--- src/logic/ctrsr_defines.svh ---
`ifndef CTRSR_DEFINES_SVH
`define CTRSR_DEFINES_SVH

// Register word indices (one word per address)
`define CTRSR_REG_SELA 4'h0
`define CTRSR_REG_SELB 4'h1
`define CTRSR_REG_MODE 4'h2
`define CTRSR_REG_CNT 4'h3
`define CTRSR_CTR_STRIDE 4'h4
`define CTRSR_REG_PFI_LO 4'h8
`define CTRSR_REG_PFI_HI 4'h9
`define CTRSR_REG_TRUNK 4'ha
`define CTRSR_REG_CMD 4'hb
`define CTRSR_REG_STATUS 4'hc
`define CTRSR_REG_SQW 4'hd

// Command bits
`define CTRSR_CMD_ARM 0
`define CTRSR_CMD_DISARM 2

// Selector field width and spacing inside a select register, and route field width
`define CTRSR_CODE_W 6
`define CTRSR_SEL_FIELD 8
`define CTRSR_ROUTE_W 3

// Source index map of the selector vector
`define CTRSR_SRC_TRUNK 0
`define CTRSR_SRC_PFI 8
`define CTRSR_SRC_ACQ_REF 24
`define CTRSR_SRC_ACQ_START 25
`define CTRSR_SRC_STAR 31
`define CTRSR_SRC_CMP 33
`define CTRSR_SRC_OTHER_OUT 34
`define CTRSR_SRC_OTHER_SRC 35
`define CTRSR_SRC_OTHER_GATE 36
`define CTRSR_SRC_OWN_GATE 37
`define CTRSR_NSRC 38

// Allowed-source masks per selector kind
`define CTRSR_MASK_GATE 38'h0f_ffff_ffff
`define CTRSR_MASK_AUX 38'h3e_83ff_ffff
`define CTRSR_MASK_ARM 38'h06_83ff_ffff
`define CTRSR_MASK_ABZ 38'h02_80ff_ffff

// Output route codes
`define CTRSR_RT_OFF 3'h0
`define CTRSR_RT_GATE0 3'h1
`define CTRSR_RT_Z0 3'h5
`define CTRSR_RT_SQW 3'h5

// Reset values
`define CTRSR_RST_MODE 8'h00
`define CTRSR_RST_CNT 32'h0000_0001

`endif

--- src/logic/ctrsr_pkg.sv ---
package ctrsr_pkg;
  typedef logic [5:0] ctrsr_code_t;
  typedef logic [2:0] ctrsr_route_t;

  // Per-counter mode word, bit 7 first
  typedef struct packed {
    logic pause_level;
    logic pause_en;
    logic retrig;
    logic finite;
    logic start_en;
    logic hardware_arm_input_en;
    logic pol;
    logic toggle;
  } ctrsr_mode_t;

  // Acquisition and generation timing signals
  typedef struct packed {
    logic change_det;
    logic comparison;
    logic dig_out_sample_clock;
    logic dig_in_sample_clock;
    logic gen_sample_clock;
    logic acq_convert_clock;
    logic acq_sample_clock;
    logic acq_start_trigger;
    logic acq_reference_trigger;
  } ctrsr_timing_t;

  // Routed inputs presented to one count core
  typedef struct packed {
    logic gate;
    logic aux;
    logic a;
    logic b;
    logic z;
  } ctrsr_ctr_sig_t;
endpackage : ctrsr_pkg

--- src/logic/ctrsr_sel.sv ---
`include "ctrsr_defines.svh"

module ctrsr_sel #(
  parameter int NSRC = `CTRSR_NSRC,
  parameter logic [NSRC-1:0] MASK = '1
) (
  // Candidate sources
  input wire logic [NSRC-1:0] src,
  // Binary select code
  input wire ctrsr_pkg::ctrsr_code_t code,
  // Chosen level
  output logic sel
);
  always_comb begin
    sel = 1'b0;
    if (32'(code) < NSRC) begin
      sel = src[code] & MASK[code];
    end
  end
endmodule : ctrsr_sel

--- src/logic/ctrsr_top.sv ---
`include "ctrsr_defines.svh"

module ctrsr_top (
  // Clock and reset
  input wire logic clk,
  input wire logic nrst,
  // Register port
  input wire logic [3:0] addr_i,
  input wire logic [31:0] wdata_i,
  input wire logic wr_i,
  input wire logic rd_i,
  output logic [31:0] rdata_o,
  // Programmable function lines
  input wire logic [15:0] pfi_i,
  output logic [15:0] pfi_o,
  output logic [15:0] pfi_oe_n,
  // Sync trunk lines and star line
  input wire logic [7:0] trunk_i,
  output logic [7:0] trunk_o,
  output logic [7:0] trunk_oe_n,
  input wire logic star_i,
  // On-chip timing signals and square wave
  input wire ctrsr_pkg::ctrsr_timing_t timing_i,
  input wire logic square_wave_output_i,
  // Count cores
  input wire logic [1:0] ctr_src_i,
  input wire logic [1:0] terminal_count_i,
  output ctrsr_pkg::ctrsr_ctr_sig_t [1:0] ctr_sig_o,
  output logic [1:0] count_en_o,
  output logic [1:0] armed_o,
  output logic [1:0] int_out_o,
  // Square wave to digital sample clocks
  output logic dig_in_clk_o,
  output logic dig_out_clk_o
);
  localparam logic [`CTRSR_NSRC-1:0] MASKS [6] = '{`CTRSR_MASK_GATE, `CTRSR_MASK_AUX,
    `CTRSR_MASK_ARM, `CTRSR_MASK_ABZ, `CTRSR_MASK_ABZ, `CTRSR_MASK_ABZ};

  logic [15:0] pfi_s1_q, pfi_s2_q;
  logic [7:0] trunk_s1_q, trunk_s2_q;
  logic star_s1_q, star_s2_q;
  ctrsr_pkg::ctrsr_code_t code_q [2][6];
  ctrsr_pkg::ctrsr_mode_t mode_q [2];
  logic [31:0] cnt_q [2];
  logic [31:0] pulses_q [2];
  ctrsr_pkg::ctrsr_route_t pfi_rt_q [16];
  ctrsr_pkg::ctrsr_route_t trunk_rt_q [8];
  logic [1:0] sqw_rt_q;
  logic [5:0] sel_d [2];
  logic [5:0] sel_q [2];
  logic [1:0] arm_prev_q, gate_prev_q, armed_q, armed_prev_q, run_q, done_q, tog_q;
  logic [1:0] arm_rise, gate_rise, start_go, pause_act, tc_ok, arm_cmd, disarm_cmd;
  logic [7:0] rt_vec;
  logic [7:0] trunk_vec;

  // Pin inputs pass two flip-flops
  always_ff @(posedge clk) begin
    if (!nrst) begin
      pfi_s1_q <= 16'h0;
      pfi_s2_q <= 16'h0;
      trunk_s1_q <= 8'h0;
      trunk_s2_q <= 8'h0;
      star_s1_q <= 1'b0;
      star_s2_q <= 1'b0;
    end else begin
      pfi_s1_q <= pfi_i;
      pfi_s2_q <= pfi_s1_q;
      trunk_s1_q <= trunk_i;
      trunk_s2_q <= trunk_s1_q;
      star_s1_q <= star_i;
      star_s2_q <= star_s1_q;
    end
  end

  assign arm_cmd = (wr_i && addr_i == `CTRSR_REG_CMD) ? wdata_i[`CTRSR_CMD_ARM +: 2] : 2'h0;
  assign disarm_cmd = (wr_i && addr_i == `CTRSR_REG_CMD) ?
    wdata_i[`CTRSR_CMD_DISARM +: 2] : 2'h0;

  for (genvar i = 0; i < 2; i++) begin : g_ctr
    logic [`CTRSR_NSRC-1:0] src;
    // Source vector: trunk, function lines, timing, star, events, other counter, own gate
    assign src = {sel_q[i][0], sel_q[1-i][0], ctr_src_i[1-i], int_out_o[1-i],
      timing_i.comparison, timing_i.change_det, star_s2_q,
      timing_i.dig_out_sample_clock, timing_i.dig_in_sample_clock,
      timing_i.gen_sample_clock, timing_i.acq_convert_clock, timing_i.acq_sample_clock,
      timing_i.acq_start_trigger, timing_i.acq_reference_trigger, pfi_s2_q, trunk_s2_q};

    // Selectors: gate, aux, hardware arm, A, B, Z
    for (genvar j = 0; j < 6; j++) begin : g_sel
      ctrsr_sel #(
        .NSRC(`CTRSR_NSRC),
        .MASK(MASKS[j])
      ) u_sel (
        .src(src),
        .code(code_q[i][j]),
        .sel(sel_d[i][j])
      );

      always_ff @(posedge clk) begin
        if (!nrst) begin
          code_q[i][j] <= 6'h3f;
        end else if (wr_i && addr_i == 4'(i * `CTRSR_CTR_STRIDE + j / 3)) begin
          code_q[i][j] <= wdata_i[(j % 3) * `CTRSR_SEL_FIELD +: `CTRSR_CODE_W];
        end
      end
    end

    always_ff @(posedge clk) begin
      if (!nrst) begin
        mode_q[i] <= `CTRSR_RST_MODE;
        cnt_q[i] <= `CTRSR_RST_CNT;
      end else begin
        if (wr_i && addr_i == 4'(i * `CTRSR_CTR_STRIDE + `CTRSR_REG_MODE)) begin
          mode_q[i] <= wdata_i[7:0];
        end
        if (wr_i && addr_i == 4'(i * `CTRSR_CTR_STRIDE + `CTRSR_REG_CNT)) begin
          cnt_q[i] <= wdata_i;
        end
      end
    end

    assign arm_rise[i] = sel_q[i][2] & ~arm_prev_q[i];
    assign gate_rise[i] = sel_q[i][0] & ~gate_prev_q[i];
    // Start comes from the gate when enabled, else from the arm event
    assign start_go[i] = mode_q[i].start_en ?
      (gate_rise[i] & ~run_q[i] & (~done_q[i] | mode_q[i].retrig)) :
      (armed_q[i] & ~armed_prev_q[i]);
    assign pause_act[i] = mode_q[i].pause_en & ~mode_q[i].start_en &
      (sel_q[i][0] == mode_q[i].pause_level);
    assign tc_ok[i] = terminal_count_i[i] & count_en_o[i];

    // Registered selections and arm state
    always_ff @(posedge clk) begin
      if (!nrst) begin
        sel_q[i] <= 6'h0;
        arm_prev_q[i] <= 1'b0;
        gate_prev_q[i] <= 1'b0;
        armed_q[i] <= 1'b0;
        armed_prev_q[i] <= 1'b0;
      end else begin
        sel_q[i] <= sel_d[i];
        arm_prev_q[i] <= sel_q[i][2];
        gate_prev_q[i] <= sel_q[i][0];
        armed_prev_q[i] <= armed_q[i];
        if (disarm_cmd[i]) begin
          armed_q[i] <= 1'b0;
        end else if (arm_cmd[i] || (mode_q[i].hardware_arm_input_en && arm_rise[i])) begin
          armed_q[i] <= 1'b1;
        end
      end
    end

    // Run control: continuous until disarm, finite until count
    always_ff @(posedge clk) begin
      if (!nrst) begin
        run_q[i] <= 1'b0;
        done_q[i] <= 1'b0;
        pulses_q[i] <= 32'h0;
      end else if (!armed_q[i]) begin
        run_q[i] <= 1'b0;
        done_q[i] <= 1'b0;
        pulses_q[i] <= 32'h0;
      end else if (start_go[i]) begin
        run_q[i] <= 1'b1;
        done_q[i] <= 1'b0;
        pulses_q[i] <= 32'h0;
      end else if (run_q[i] && tc_ok[i]) begin
        pulses_q[i] <= pulses_q[i] + 32'h1;
        if (mode_q[i].finite && pulses_q[i] + 32'h1 >= cnt_q[i]) begin
          run_q[i] <= 1'b0;
          done_q[i] <= 1'b1;
        end
      end
    end

    // Core-facing signals, quiet until armed
    always_ff @(posedge clk) begin
      if (!nrst) begin
        ctr_sig_o[i] <= '0;
        count_en_o[i] <= 1'b0;
        armed_o[i] <= 1'b0;
      end else begin
        ctr_sig_o[i].gate <= armed_q[i] & sel_q[i][0];
        ctr_sig_o[i].aux <= armed_q[i] & sel_q[i][1];
        ctr_sig_o[i].a <= armed_q[i] & sel_q[i][3];
        ctr_sig_o[i].b <= armed_q[i] & sel_q[i][4];
        ctr_sig_o[i].z <= armed_q[i] & sel_q[i][5];
        count_en_o[i] <= armed_q[i] & run_q[i] & ~pause_act[i];
        armed_o[i] <= armed_q[i];
      end
    end

    // Internal output stage
    always_ff @(posedge clk) begin
      if (!nrst) begin
        tog_q[i] <= 1'b0;
        int_out_o[i] <= 1'b0;
      end else if (!armed_q[i]) begin
        tog_q[i] <= 1'b0;
        int_out_o[i] <= mode_q[i].pol;
      end else begin
        tog_q[i] <= tog_q[i] ^ tc_ok[i];
        int_out_o[i] <= mode_q[i].pol ^ (mode_q[i].toggle ?
          (tog_q[i] ^ tc_ok[i]) : tc_ok[i]);
      end
    end

    AST_IDLE_QUIET: assert property (@(posedge clk) disable iff (!nrst)
      !armed_q[i] |=> !ctr_sig_o[i].gate && !count_en_o[i] && !ctr_sig_o[i].b)
      else $error("io active while disarmed");
    AST_HARDWARE_ARM_INPUT: assert property (@(posedge clk) disable iff (!nrst)
      mode_q[i].hardware_arm_input_en && arm_rise[i] && !disarm_cmd[i] |=> ##1 armed_o[i])
      else $error("hardware arm edge not taken");
    AST_PULSE_OUT: assert property (@(posedge clk) disable iff (!nrst)
      armed_q[i] && !mode_q[i].toggle && tc_ok[i] |=> int_out_o[i] == !$past(mode_q[i].pol))
      else $error("no pulse on terminal count");
    AST_TOGGLE_OUT: assert property (@(posedge clk) disable iff (!nrst)
      armed_q[i] && mode_q[i].toggle && tc_ok[i] && $stable(mode_q[i]) && $past(armed_q[i])
      |=> int_out_o[i] != $past(int_out_o[i]))
      else $error("no toggle on terminal count");
    AST_IDLE_POL: assert property (@(posedge clk) disable iff (!nrst)
      !armed_q[i] ##1 !armed_q[i] |-> int_out_o[i] == $past(mode_q[i].pol))
      else $error("idle level ignores polarity");
    AST_FINITE_END: assert property (@(posedge clk) disable iff (!nrst)
      armed_q[i] && !start_go[i] && run_q[i] && mode_q[i].finite && tc_ok[i] &&
      pulses_q[i] + 32'h1 >= cnt_q[i] |=> !run_q[i] && done_q[i] ##1 !count_en_o[i])
      else $error("finite generation overran count");
    AST_RETRIGGER: assert property (@(posedge clk) disable iff (!nrst)
      armed_q[i] && done_q[i] && mode_q[i].start_en && mode_q[i].retrig && gate_rise[i]
      |=> run_q[i] && pulses_q[i] == 32'h0)
      else $error("retrigger did not restart");
    AST_NO_RETRIG: assert property (@(posedge clk) disable iff (!nrst)
      armed_q[i] && done_q[i] && mode_q[i].start_en && !mode_q[i].retrig |=> !run_q[i])
      else $error("finite generation restarted");
    AST_PAUSE: assert property (@(posedge clk) disable iff (!nrst)
      armed_q[i] && pause_act[i] |=> !count_en_o[i])
      else $error("counting during pause");
    AST_PAUSE_EXCL: assert property (@(posedge clk) disable iff (!nrst)
      mode_q[i].start_en && armed_q[i] && run_q[i] |=> count_en_o[i])
      else $error("gate paused while used as start");
    AST_RESERVED: assert property (@(posedge clk) disable iff (!nrst)
      code_q[i][0] >= 6'(`CTRSR_NSRC) |=> !sel_q[i][0])
      else $error("reserved gate code not low");
    COV_FINITE: cover property (@(posedge clk) disable iff (!nrst)
      run_q[i] && mode_q[i].finite ##1 done_q[i]);
    COV_RETRIG: cover property (@(posedge clk) disable iff (!nrst)
      done_q[i] ##1 run_q[i]);
    COV_PAUSE: cover property (@(posedge clk) disable iff (!nrst)
      run_q[i] && pause_act[i] ##1 run_q[i] && !pause_act[i]);
    COV_TOGGLE: cover property (@(posedge clk) disable iff (!nrst)
      mode_q[i].toggle && tc_ok[i]);
  end

  // Route sources: off, gates, internal outputs, square wave / Z
  assign rt_vec = {2'b00, square_wave_output_i, int_out_o[1], int_out_o[0], sel_q[1][0],
    sel_q[0][0], 1'b0};
  assign trunk_vec = {1'b0, sel_q[1][5], sel_q[0][5], int_out_o[1], int_out_o[0],
    sel_q[1][0], sel_q[0][0], 1'b0};

  for (genvar k = 0; k < 16; k++) begin : g_pfi
    always_ff @(posedge clk) begin
      if (!nrst) begin
        pfi_rt_q[k] <= `CTRSR_RT_OFF;
      end else if (wr_i && addr_i == 4'(`CTRSR_REG_PFI_LO + k / 8)) begin
        pfi_rt_q[k] <= wdata_i[(k % 8) * 4 +: `CTRSR_ROUTE_W];
      end
    end

    always_ff @(posedge clk) begin
      if (!nrst) begin
        pfi_o[k] <= 1'b0;
        pfi_oe_n[k] <= 1'b1;
      end else begin
        pfi_o[k] <= rt_vec[pfi_rt_q[k]];
        pfi_oe_n[k] <= !(pfi_rt_q[k] != `CTRSR_RT_OFF && pfi_rt_q[k] <= `CTRSR_RT_SQW);
      end
    end

    AST_PFI_HIZ: assert property (@(posedge clk) disable iff (!nrst)
      pfi_rt_q[k] == `CTRSR_RT_OFF |=> pfi_oe_n[k])
      else $error("function line driven without route");
  end

  for (genvar k = 0; k < 8; k++) begin : g_trunk
    always_ff @(posedge clk) begin
      if (!nrst) begin
        trunk_rt_q[k] <= `CTRSR_RT_OFF;
      end else if (wr_i && addr_i == `CTRSR_REG_TRUNK) begin
        trunk_rt_q[k] <= wdata_i[k * 4 +: `CTRSR_ROUTE_W];
      end
    end

    always_ff @(posedge clk) begin
      if (!nrst) begin
        trunk_o[k] <= 1'b0;
        trunk_oe_n[k] <= 1'b1;
      end else begin
        trunk_o[k] <= trunk_vec[trunk_rt_q[k]];
        trunk_oe_n[k] <= !(trunk_rt_q[k] != `CTRSR_RT_OFF && trunk_rt_q[k] != 3'h7);
      end
    end
  end

  // Square wave to digital sample clocks
  always_ff @(posedge clk) begin
    if (!nrst) begin
      sqw_rt_q <= 2'h0;
      dig_in_clk_o <= 1'b0;
      dig_out_clk_o <= 1'b0;
    end else begin
      if (wr_i && addr_i == `CTRSR_REG_SQW) begin
        sqw_rt_q <= wdata_i[1:0];
      end
      dig_in_clk_o <= sqw_rt_q[0] & square_wave_output_i;
      dig_out_clk_o <= sqw_rt_q[1] & square_wave_output_i;
    end
  end

  // Read data, one cycle after the strobe
  always_ff @(posedge clk) begin
    if (!nrst) begin
      rdata_o <= 32'h0;
    end else if (rd_i) begin
      rdata_o <= 32'h0;
      for (int i = 0; i < 2; i++) begin
        for (int j = 0; j < 6; j++) begin
          if (addr_i == 4'(i * `CTRSR_CTR_STRIDE + j / 3)) begin
            rdata_o[(j % 3) * `CTRSR_SEL_FIELD +: `CTRSR_CODE_W] <= code_q[i][j];
          end
        end
        if (addr_i == 4'(i * `CTRSR_CTR_STRIDE + `CTRSR_REG_MODE)) begin
          rdata_o[7:0] <= mode_q[i];
        end
        if (addr_i == 4'(i * `CTRSR_CTR_STRIDE + `CTRSR_REG_CNT)) begin
          rdata_o <= cnt_q[i];
        end
      end
      for (int k = 0; k < 16; k++) begin
        if (addr_i == 4'(`CTRSR_REG_PFI_LO + k / 8)) begin
          rdata_o[(k % 8) * 4 +: `CTRSR_ROUTE_W] <= pfi_rt_q[k];
        end
      end
      for (int k = 0; k < 8; k++) begin
        if (addr_i == `CTRSR_REG_TRUNK) begin
          rdata_o[k * 4 +: `CTRSR_ROUTE_W] <= trunk_rt_q[k];
        end
      end
      if (addr_i == `CTRSR_REG_STATUS) begin
        rdata_o[7:0] <= {2'h0, done_q, run_q, armed_q};
      end
      if (addr_i == `CTRSR_REG_SQW) begin
        rdata_o[1:0] <= sqw_rt_q;
      end
    end
  end
endmodule : ctrsr_top

--- config.mk ---
export PLATFORM = sky130hd
export DESIGN_NAME = ctrsr_top
export DESIGN_NICKNAME = d
export VERILOG_FILES = /design/src/logic/ctrsr_pkg.sv /design/src/logic/ctrsr_sel.sv /design/src/logic/ctrsr_top.sv
export VERILOG_INCLUDE_DIRS = /design/src /design/src/logic
export SDC_FILE = /design/constraint.sdc
export NUM_CORES = 1
export LEC_CHECK = 0
export BUFFER_PORTS_ARGS = -buffer_cell sky130_fd_sc_hd__buf_2
export CAP_MARGIN = 0
export CORE_MARGIN = 1.5
export CORE_UTILIZATION = 55
export CTS_CLUSTER_DIAMETER = 120
export DETAILED_ROUTE_END_ITERATION = 8
export PLACE_DENSITY = 0.74
export SYNTH_ARGS = -nofsm -noshare
export SYNTH_HDL_FRONTEND = slang
export SYNTH_HIERARCHICAL = 1
export SYNTH_SLANG_ARGS = --single-unit
--- constraint.sdc ---
create_clock -name clk -period 9.3 [get_ports clk]
set_clock_uncertainty 0.15 [all_clocks]
set_input_delay 0.465 -clock clk [delete_from_list [all_inputs] [get_ports clk]]
set_output_delay 0.465 -clock clk [all_outputs]
set_load 0.1 [all_outputs]
== Word level (Yosys, flattened, before mapping) ==
Memory sizes are Yosys's and may differ from the RTL's.
Index checks and enable logic that the tools add are counted.

* Bits in registers: 162
* Latch bits: 0
* Bits in writable memories: 300
* ROM bits: 768
* Word-level logic and storage cells: 678
* Memories: 19

* Add/subtract/negate cells: 2
* Multiply operators: 0
* Divide/modulo/power cells: 0
* $lt $le $gt $ge: 66
* Equality and inequality tests: 23
* Shift-type cells: 0
* Muxes and demuxes: 259
* Bitwise logic cells: 115
* Reduce and logical (&&, ||, !) cells: 108

{| class="wikitable"
|+ Memory list
! memory !! words !! bits a word !! read ports !! clocked after memory_dff !! write ports !! line !! source
|-
| code_q || 2 || 36 || 2 || 0 || 2 || ctrsr_top.sv:42 || <nowiki>ctrsr_pkg::ctrsr_code_t code_q [2][6];</nowiki>
|-
| (name not given) || 64 || 1 || 1 || 0 || 0 || ctrsr_sel.sv:17 || <nowiki>sel = src[code] & MASK[code];</nowiki>
|-
| (name not given) || 64 || 1 || 1 || 0 || 0 || ctrsr_sel.sv:17 ||
|-
| (name not given) || 64 || 1 || 1 || 0 || 0 || ctrsr_sel.sv:17 ||
|-
| (name not given) || 64 || 1 || 1 || 0 || 0 || ctrsr_sel.sv:17 ||
|-
| (name not given) || 64 || 1 || 1 || 0 || 0 || ctrsr_sel.sv:17 ||
|-
| 13 more memories || -- || -- || -- || -- || -- || -- ||
|}

{| class="wikitable"
|+ Operators by type and width
! kind !! number
|-
| $mux W32 || 10
|-
| $mux W6 || 26
|-
| $mux W3 || 48
|-
| $mux W1 || 131
|-
| $lt A3 B4 Y1 const B || 24
|-
| $lt A6 B7 Y1 const B || 12
|-
| $bmux W1 S3 || 24
|-
| $bmux W1 S6 || 12
|-
| $lt A6 B6 Y1 const B || 12
|-
| $reduce_bool A3 Y1 || 24
|-
| $add A32 B1 Y32 const B || 2
|-
| $ge A32 B32 Y1 || 2
|-
| $or A1 B1 Y1 || 50
|-
| $le A3 B3 Y1 const B || 16
|-
| $and A1 B1 Y1 || 44
|-
| $logic_and A1 B1 Y1 || 43
|-
| $mux W8 || 5
|-
| $eq A4 B4 Y1 const B || 6
|-
| $logic_not A1 Y1 || 24
|-
| $ne A3 B3 Y1 const B || 8
|-
| $not A1 Y1 || 17
|-
| $eq A4 B3 Y1 const B || 4
|-
| $reduce_and A2 Y1 || 6
|-
| $eq A4 B2 Y1 const B || 2
|-
| other kinds (9) || 21
|}

== Longest topological paths before layout ==
* Depth after elaboration: 14
* Gate-level depth with buffers: 13

== Hierarchy ==
Netlist, hierarchy kept.

{| class="wikitable"
|+ Modules (own cells, without submodules)
! module !! instances !! cells an instance !! area each (um^2)
|-
| ctrsr_top || 1 || 1993 || 21703.3
|-
| ctrsr_sel at g_ctr[0].g_sel[3].u_sel ... || 6 || 31 || 270.3
|-
| ctrsr_sel at g_ctr[0].g_sel[2].u_sel ... || 2 || 31 || 365.4
|-
| ctrsr_sel at g_ctr[0].g_sel[0].u_sel ... || 2 || 28 || 359.1
|-
| ctrsr_sel at g_ctr[0].g_sel[1].u_sel ... || 2 || 37 || 344.1
|}

== Worst setup path before layout ==
OpenSTA, ideal clock, no wires.

* Path type: input to register
* Start: input addr_i[2]
* End: memory trunk_rt_q[0][0] (netlist name) (enable)
* Library setup time: 438 ps
* Arrival time: 2677 ps
* Data required time: 8712 ps
* Setup slack: 6035 ps
* Stages: 4
* Path buffers: 1
* Cell sequence: clkbuf_1 nor2b_1 nand2_1 o21ai_0

{| class="wikitable"
|+ RTL lines
! element !! line !! source
|-
| start, declared || ctrsr_top.sv:8 || <nowiki>input wire logic [3:0] addr_i,</nowiki>
|-
| end, declared || ctrsr_top.sv:47 || <nowiki>ctrsr_pkg::ctrsr_route_t trunk_rt_q [8];</nowiki>
|}

==> flow_summary.json <==
{
  "finalMaxSlewViolations": 0,
  "swShare": 0.286,
  "ys_seq_elements": 462,
  "dp_hpwl_um": 55600,
  "tns_ns": 0,
  "port_buffers": 176,
  "syn2layout_area_growth_pct": 12.6,
  "rsz0062_at_grt": "no",
  "syn_nets": 2518,
  "overflow": 0,
  "drive_gt1_frac": 0.159,
  "ctsLongestPathBuffers": 3,
  "slew_headroom": 0.137,
  "cts_hold_buf": 28,
  "drt-total-wl_um": 80200,
  "r2r-end": "run_q[0]",
  "ant_nets": 0,
  "clock_sinks": 462,
  "rows": 78,
  "r2r_start": "pulses_q[0][2]",
  "post_cts_buffers": 0,
  "fmax_ghz": 0.284,
  "cts-root-buf": "clkbuf_16",
  "wl_met1_um": 31500,
  "core_area_sq_mm": 0.0456,
  "holdCritPathClass": "in2reg",
  "dieHeight_um": 218,
  "cts.htree.levels": 2,
  "peakVddDrop_mv": 0.150,
  "wl_met2_um": 36000,
  "combPwrFrac": 0.125,
  "worstSetupEndpointType": "flop",
  "ios": 177,
  "p_per_area_mw_per_mm2": 179,
  "first_pass_iters": 7,
  "tightest_slew_ns": 1.29,
  "grt_max_degree": 78,
  "p_int_w": 0.00367,
  "dpl.cell_count": 3039,
  "pwr-share-seq": 0.476,
  "async_flop_share": 0,
  "status": "completed",
  "required_ns": 9.64,
  "groute.usage.overall": 0.334,
  "switchingPower_w": 0.00147,
  "die-area_sq_mm": 0.0476,
  "regToRegSetupSlack_ns": 5.78,
  "die_w_um": 218,
  "nets": 2666,
  "vias_per_cell": 6.41,
  "path_max_fanout": 6,
  "synth_edf_count": 288,
  "ys.flop_type": "edfxtp_1",
  "startpoint_type": "flop",
  "final_cells": 3164,
  "cap_violations": 0,
  "cts_tree": "built",
  "synth.distinct_cells": 76,
  "setup_viol": 0,
  "power_leakage_nw": 11.6,
  "arrival_ns": 3.86,
  "fin_crit_ns": 3.52,
  "top_layer": "met5",
  "drcViolationCount": 0,
  "crit_path_end": "run_q[0]",
  "syn_area_sq_mm": 0.0255,
  "worstSkewPairLatency_ns": 0.60,
  "ys_seq_area_frac": 0.476,
  "routedWlPerCell_um": 25.4,
  "syn_avg_cell_area_sq_um": 10.7,
  "cts_made_buffers": 50,
  "cts.clk_slew.worst_paths_ns": 0.06,
  "crit_type": "reg2reg",
  "routabilityCongestion": 0.963,
  "pwr-share-clk": 0.398,
  "synthCells": 2371,
  "yosysWarnings": 6,
  "grt_pass1_wl_um": 119000,
  "worstSetupStartpoint": "pulses_q[0][2]",
  "fin_crit_sh": 0.379,
  "met3_length_um": 9500,
  "vias": 20300,
  "hold_viol_final": 0,
  "grt_pass1_vias": 19600,
  "drtIter0Drc": 2615,
  "r2r_cells": 12,
  "post_cts_resized": 0,
  "start_util": 0.559,
  "antenna_found_initial": 3
}
[per-stage QoR]
stage	setup WS, ns	utilization	power [W]	area [sq um]	hold slack, ns
after CTS	5.78	0.629	0.00513	28700	0.00106
final	5.78	0.629	0.00513	28700	0.0200
after detailed placement	5.78	0.586	0.00310	26700	0.267
after global placement	5.93	0.586	0.00309	26700	0.265
after global routing	5.49	0.629	0.00527	28700	0.0101
after floorplan	6.03	-	0.00288	25500	0.262
[worst max-delay path, cell delays in order, from the launching register on]
cell and delay [ns]:
edfxtp_1 0.48, nand4_4 0.19, nor4_4 0.53, nand4_4 0.21, nor3_2 0.22, xor2_1 0.12
ha_1 0.34, nand4_1 0.14, nor3_1 0.31, o2111ai_1 0.16, a31oi_1 0.16, nor4_1 0.10
o41a_1 0.32
[metal layers]
metal | GRT usage | up-vias
met3 | 0.0690 | 216
met1 | 0.459 | 9735
met5 | 0 | -
met4 | 0.146 | 2
li1 | - | 8986
met2 | 0.511 | 1329
[layout make-up]
cell class	count	area (sq um)
inverters	92	345
well taps	600	751
multi-input cells	1679	12400
fillers	3597	16900
clock inverters	25	241
repair buffers	234	1390
diodes	3	7.51
clock buffers	69	1450
flip-flops and latches	462	12100
[kinds of logic after synthesis]
kind of cell / share of synthesized area
AO/OA/AOI/OAI: 0.102
XOR/XNOR: 0.0234
adder cells (fa/ha/maj): 0.0334
buffers and inverters: 0.0395
flip-flops: 0.476
multiplexers: 0.127
AND/OR/NAND/NOR: 0.199
[synthesized netlist by cell type (21+ instances only)]
master    instances  area (sq um)
a211oi_1         21           158
a21oi_1         115           576
a222oi_1         21           210
a22oi_1          31           233
a31oi_1          23           144
and2_1          246          1540
and3_1           22           138
clkbuf_1        102           383
dfxtp_1         174          3480
edfxtp_1        288          8650
ha_1             68           851
inv_1            92           345
mux2_2           29           327
mux2i_1         148          1480
mux4_1           42          1100
nand2_1         127           477
nand2b_1         66           413
nand3_1          47           235
nand4_1          33           206
nor2_1          161           604
nor2b_1          48           300
nor3_1           49           245
o21ai_0          74           370
or2_2            43           269
xnor2_1          34           298
xor2_1           34           298
[power groups by stage]
stage                     Sequential (W)  Clock, W  Combinational [W]
final                            0.00245   0.00205           0.000644
after floorplan                  0.00256         0           0.000318
after CTS                        0.00244   0.00206           0.000632
after detailed placement         0.00248         0           0.000620
after global routing             0.00245   0.00215           0.000675
after global placement           0.00248         0           0.000609
[cell usage in the layout, fill, tap and decap left out, types with 12 or more instances in the layout]
| cell type | instances |
|---|---|
| buf_2 | 175 |
| nand4_1 | 33 |
| xnor2_1 | 34 |
| a21oi_1 | 115 |
| dfxtp_1 | 174 |
| xor2_1 | 34 |
| a31oi_1 | 23 |
| and3_1 | 22 |
| buf_4 | 31 |
| o32ai_1 | 12 |
| nor2b_1 | 48 |
| a222oi_1 | 21 |
| a22oi_1 | 31 |
| o22ai_1 | 16 |
| nand3_1 | 47 |
| a211oi_1 | 21 |
| mux4_1 | 42 |
| nor3_1 | 46 |
| mux4_2 | 14 |
| mux2i_1 | 148 |
| and2_1 | 246 |
| nor2_1 | 160 |
| or2_2 | 43 |
| nor3b_1 | 13 |
| dlygate4sd3_1 | 28 |
| nand2b_1 | 66 |
| o21ai_0 | 68 |
| clkbuf_16 | 52 |
| ha_1 | 68 |
| edfxtp_1 | 288 |
| mux2_2 | 29 |
| inv_1 | 92 |
| nand2_1 | 127 |
[sequential cells by signal, indices dropped and copies added, names as in the netlist, 8 cells and up]
register	flops
mode_q	16
trunk_rt_q	24
pfi_s2_q	16
trunk_s2_q	8
pulses_q	64
pfi_s1_q	16
pfi_o	16
trunk_s1_q	8
ctr_sig_o	10
sel_q	12
trunk_o	8
code_q	72
rdata_o	32
pfi_oe_n	16
trunk_oe_n	8
pfi_rt_q	48
cnt_q	64
[worst min-delay path by stage]
stage	from	to	slack (ns)	cells past startpoint
after floorplan	pfi_s1_q[0]	pfi_s2_q[0]	0.26	1
after global placement	trunk_s1_q[1]	trunk_s2_q[1]	0.26	1
after detailed placement	pfi_s1_q[6]	pfi_s2_q[6]	0.27	1
after CTS	wdata_i[15]	cnt_q[1][15]	0.001	2
after global routing	wdata_i[15]	cnt_q[1][15]	0.01	2
final	wdata_i[15]	cnt_q[1][15]	0.02	2
Note: power is estimated with default switching activity, not from simulation.
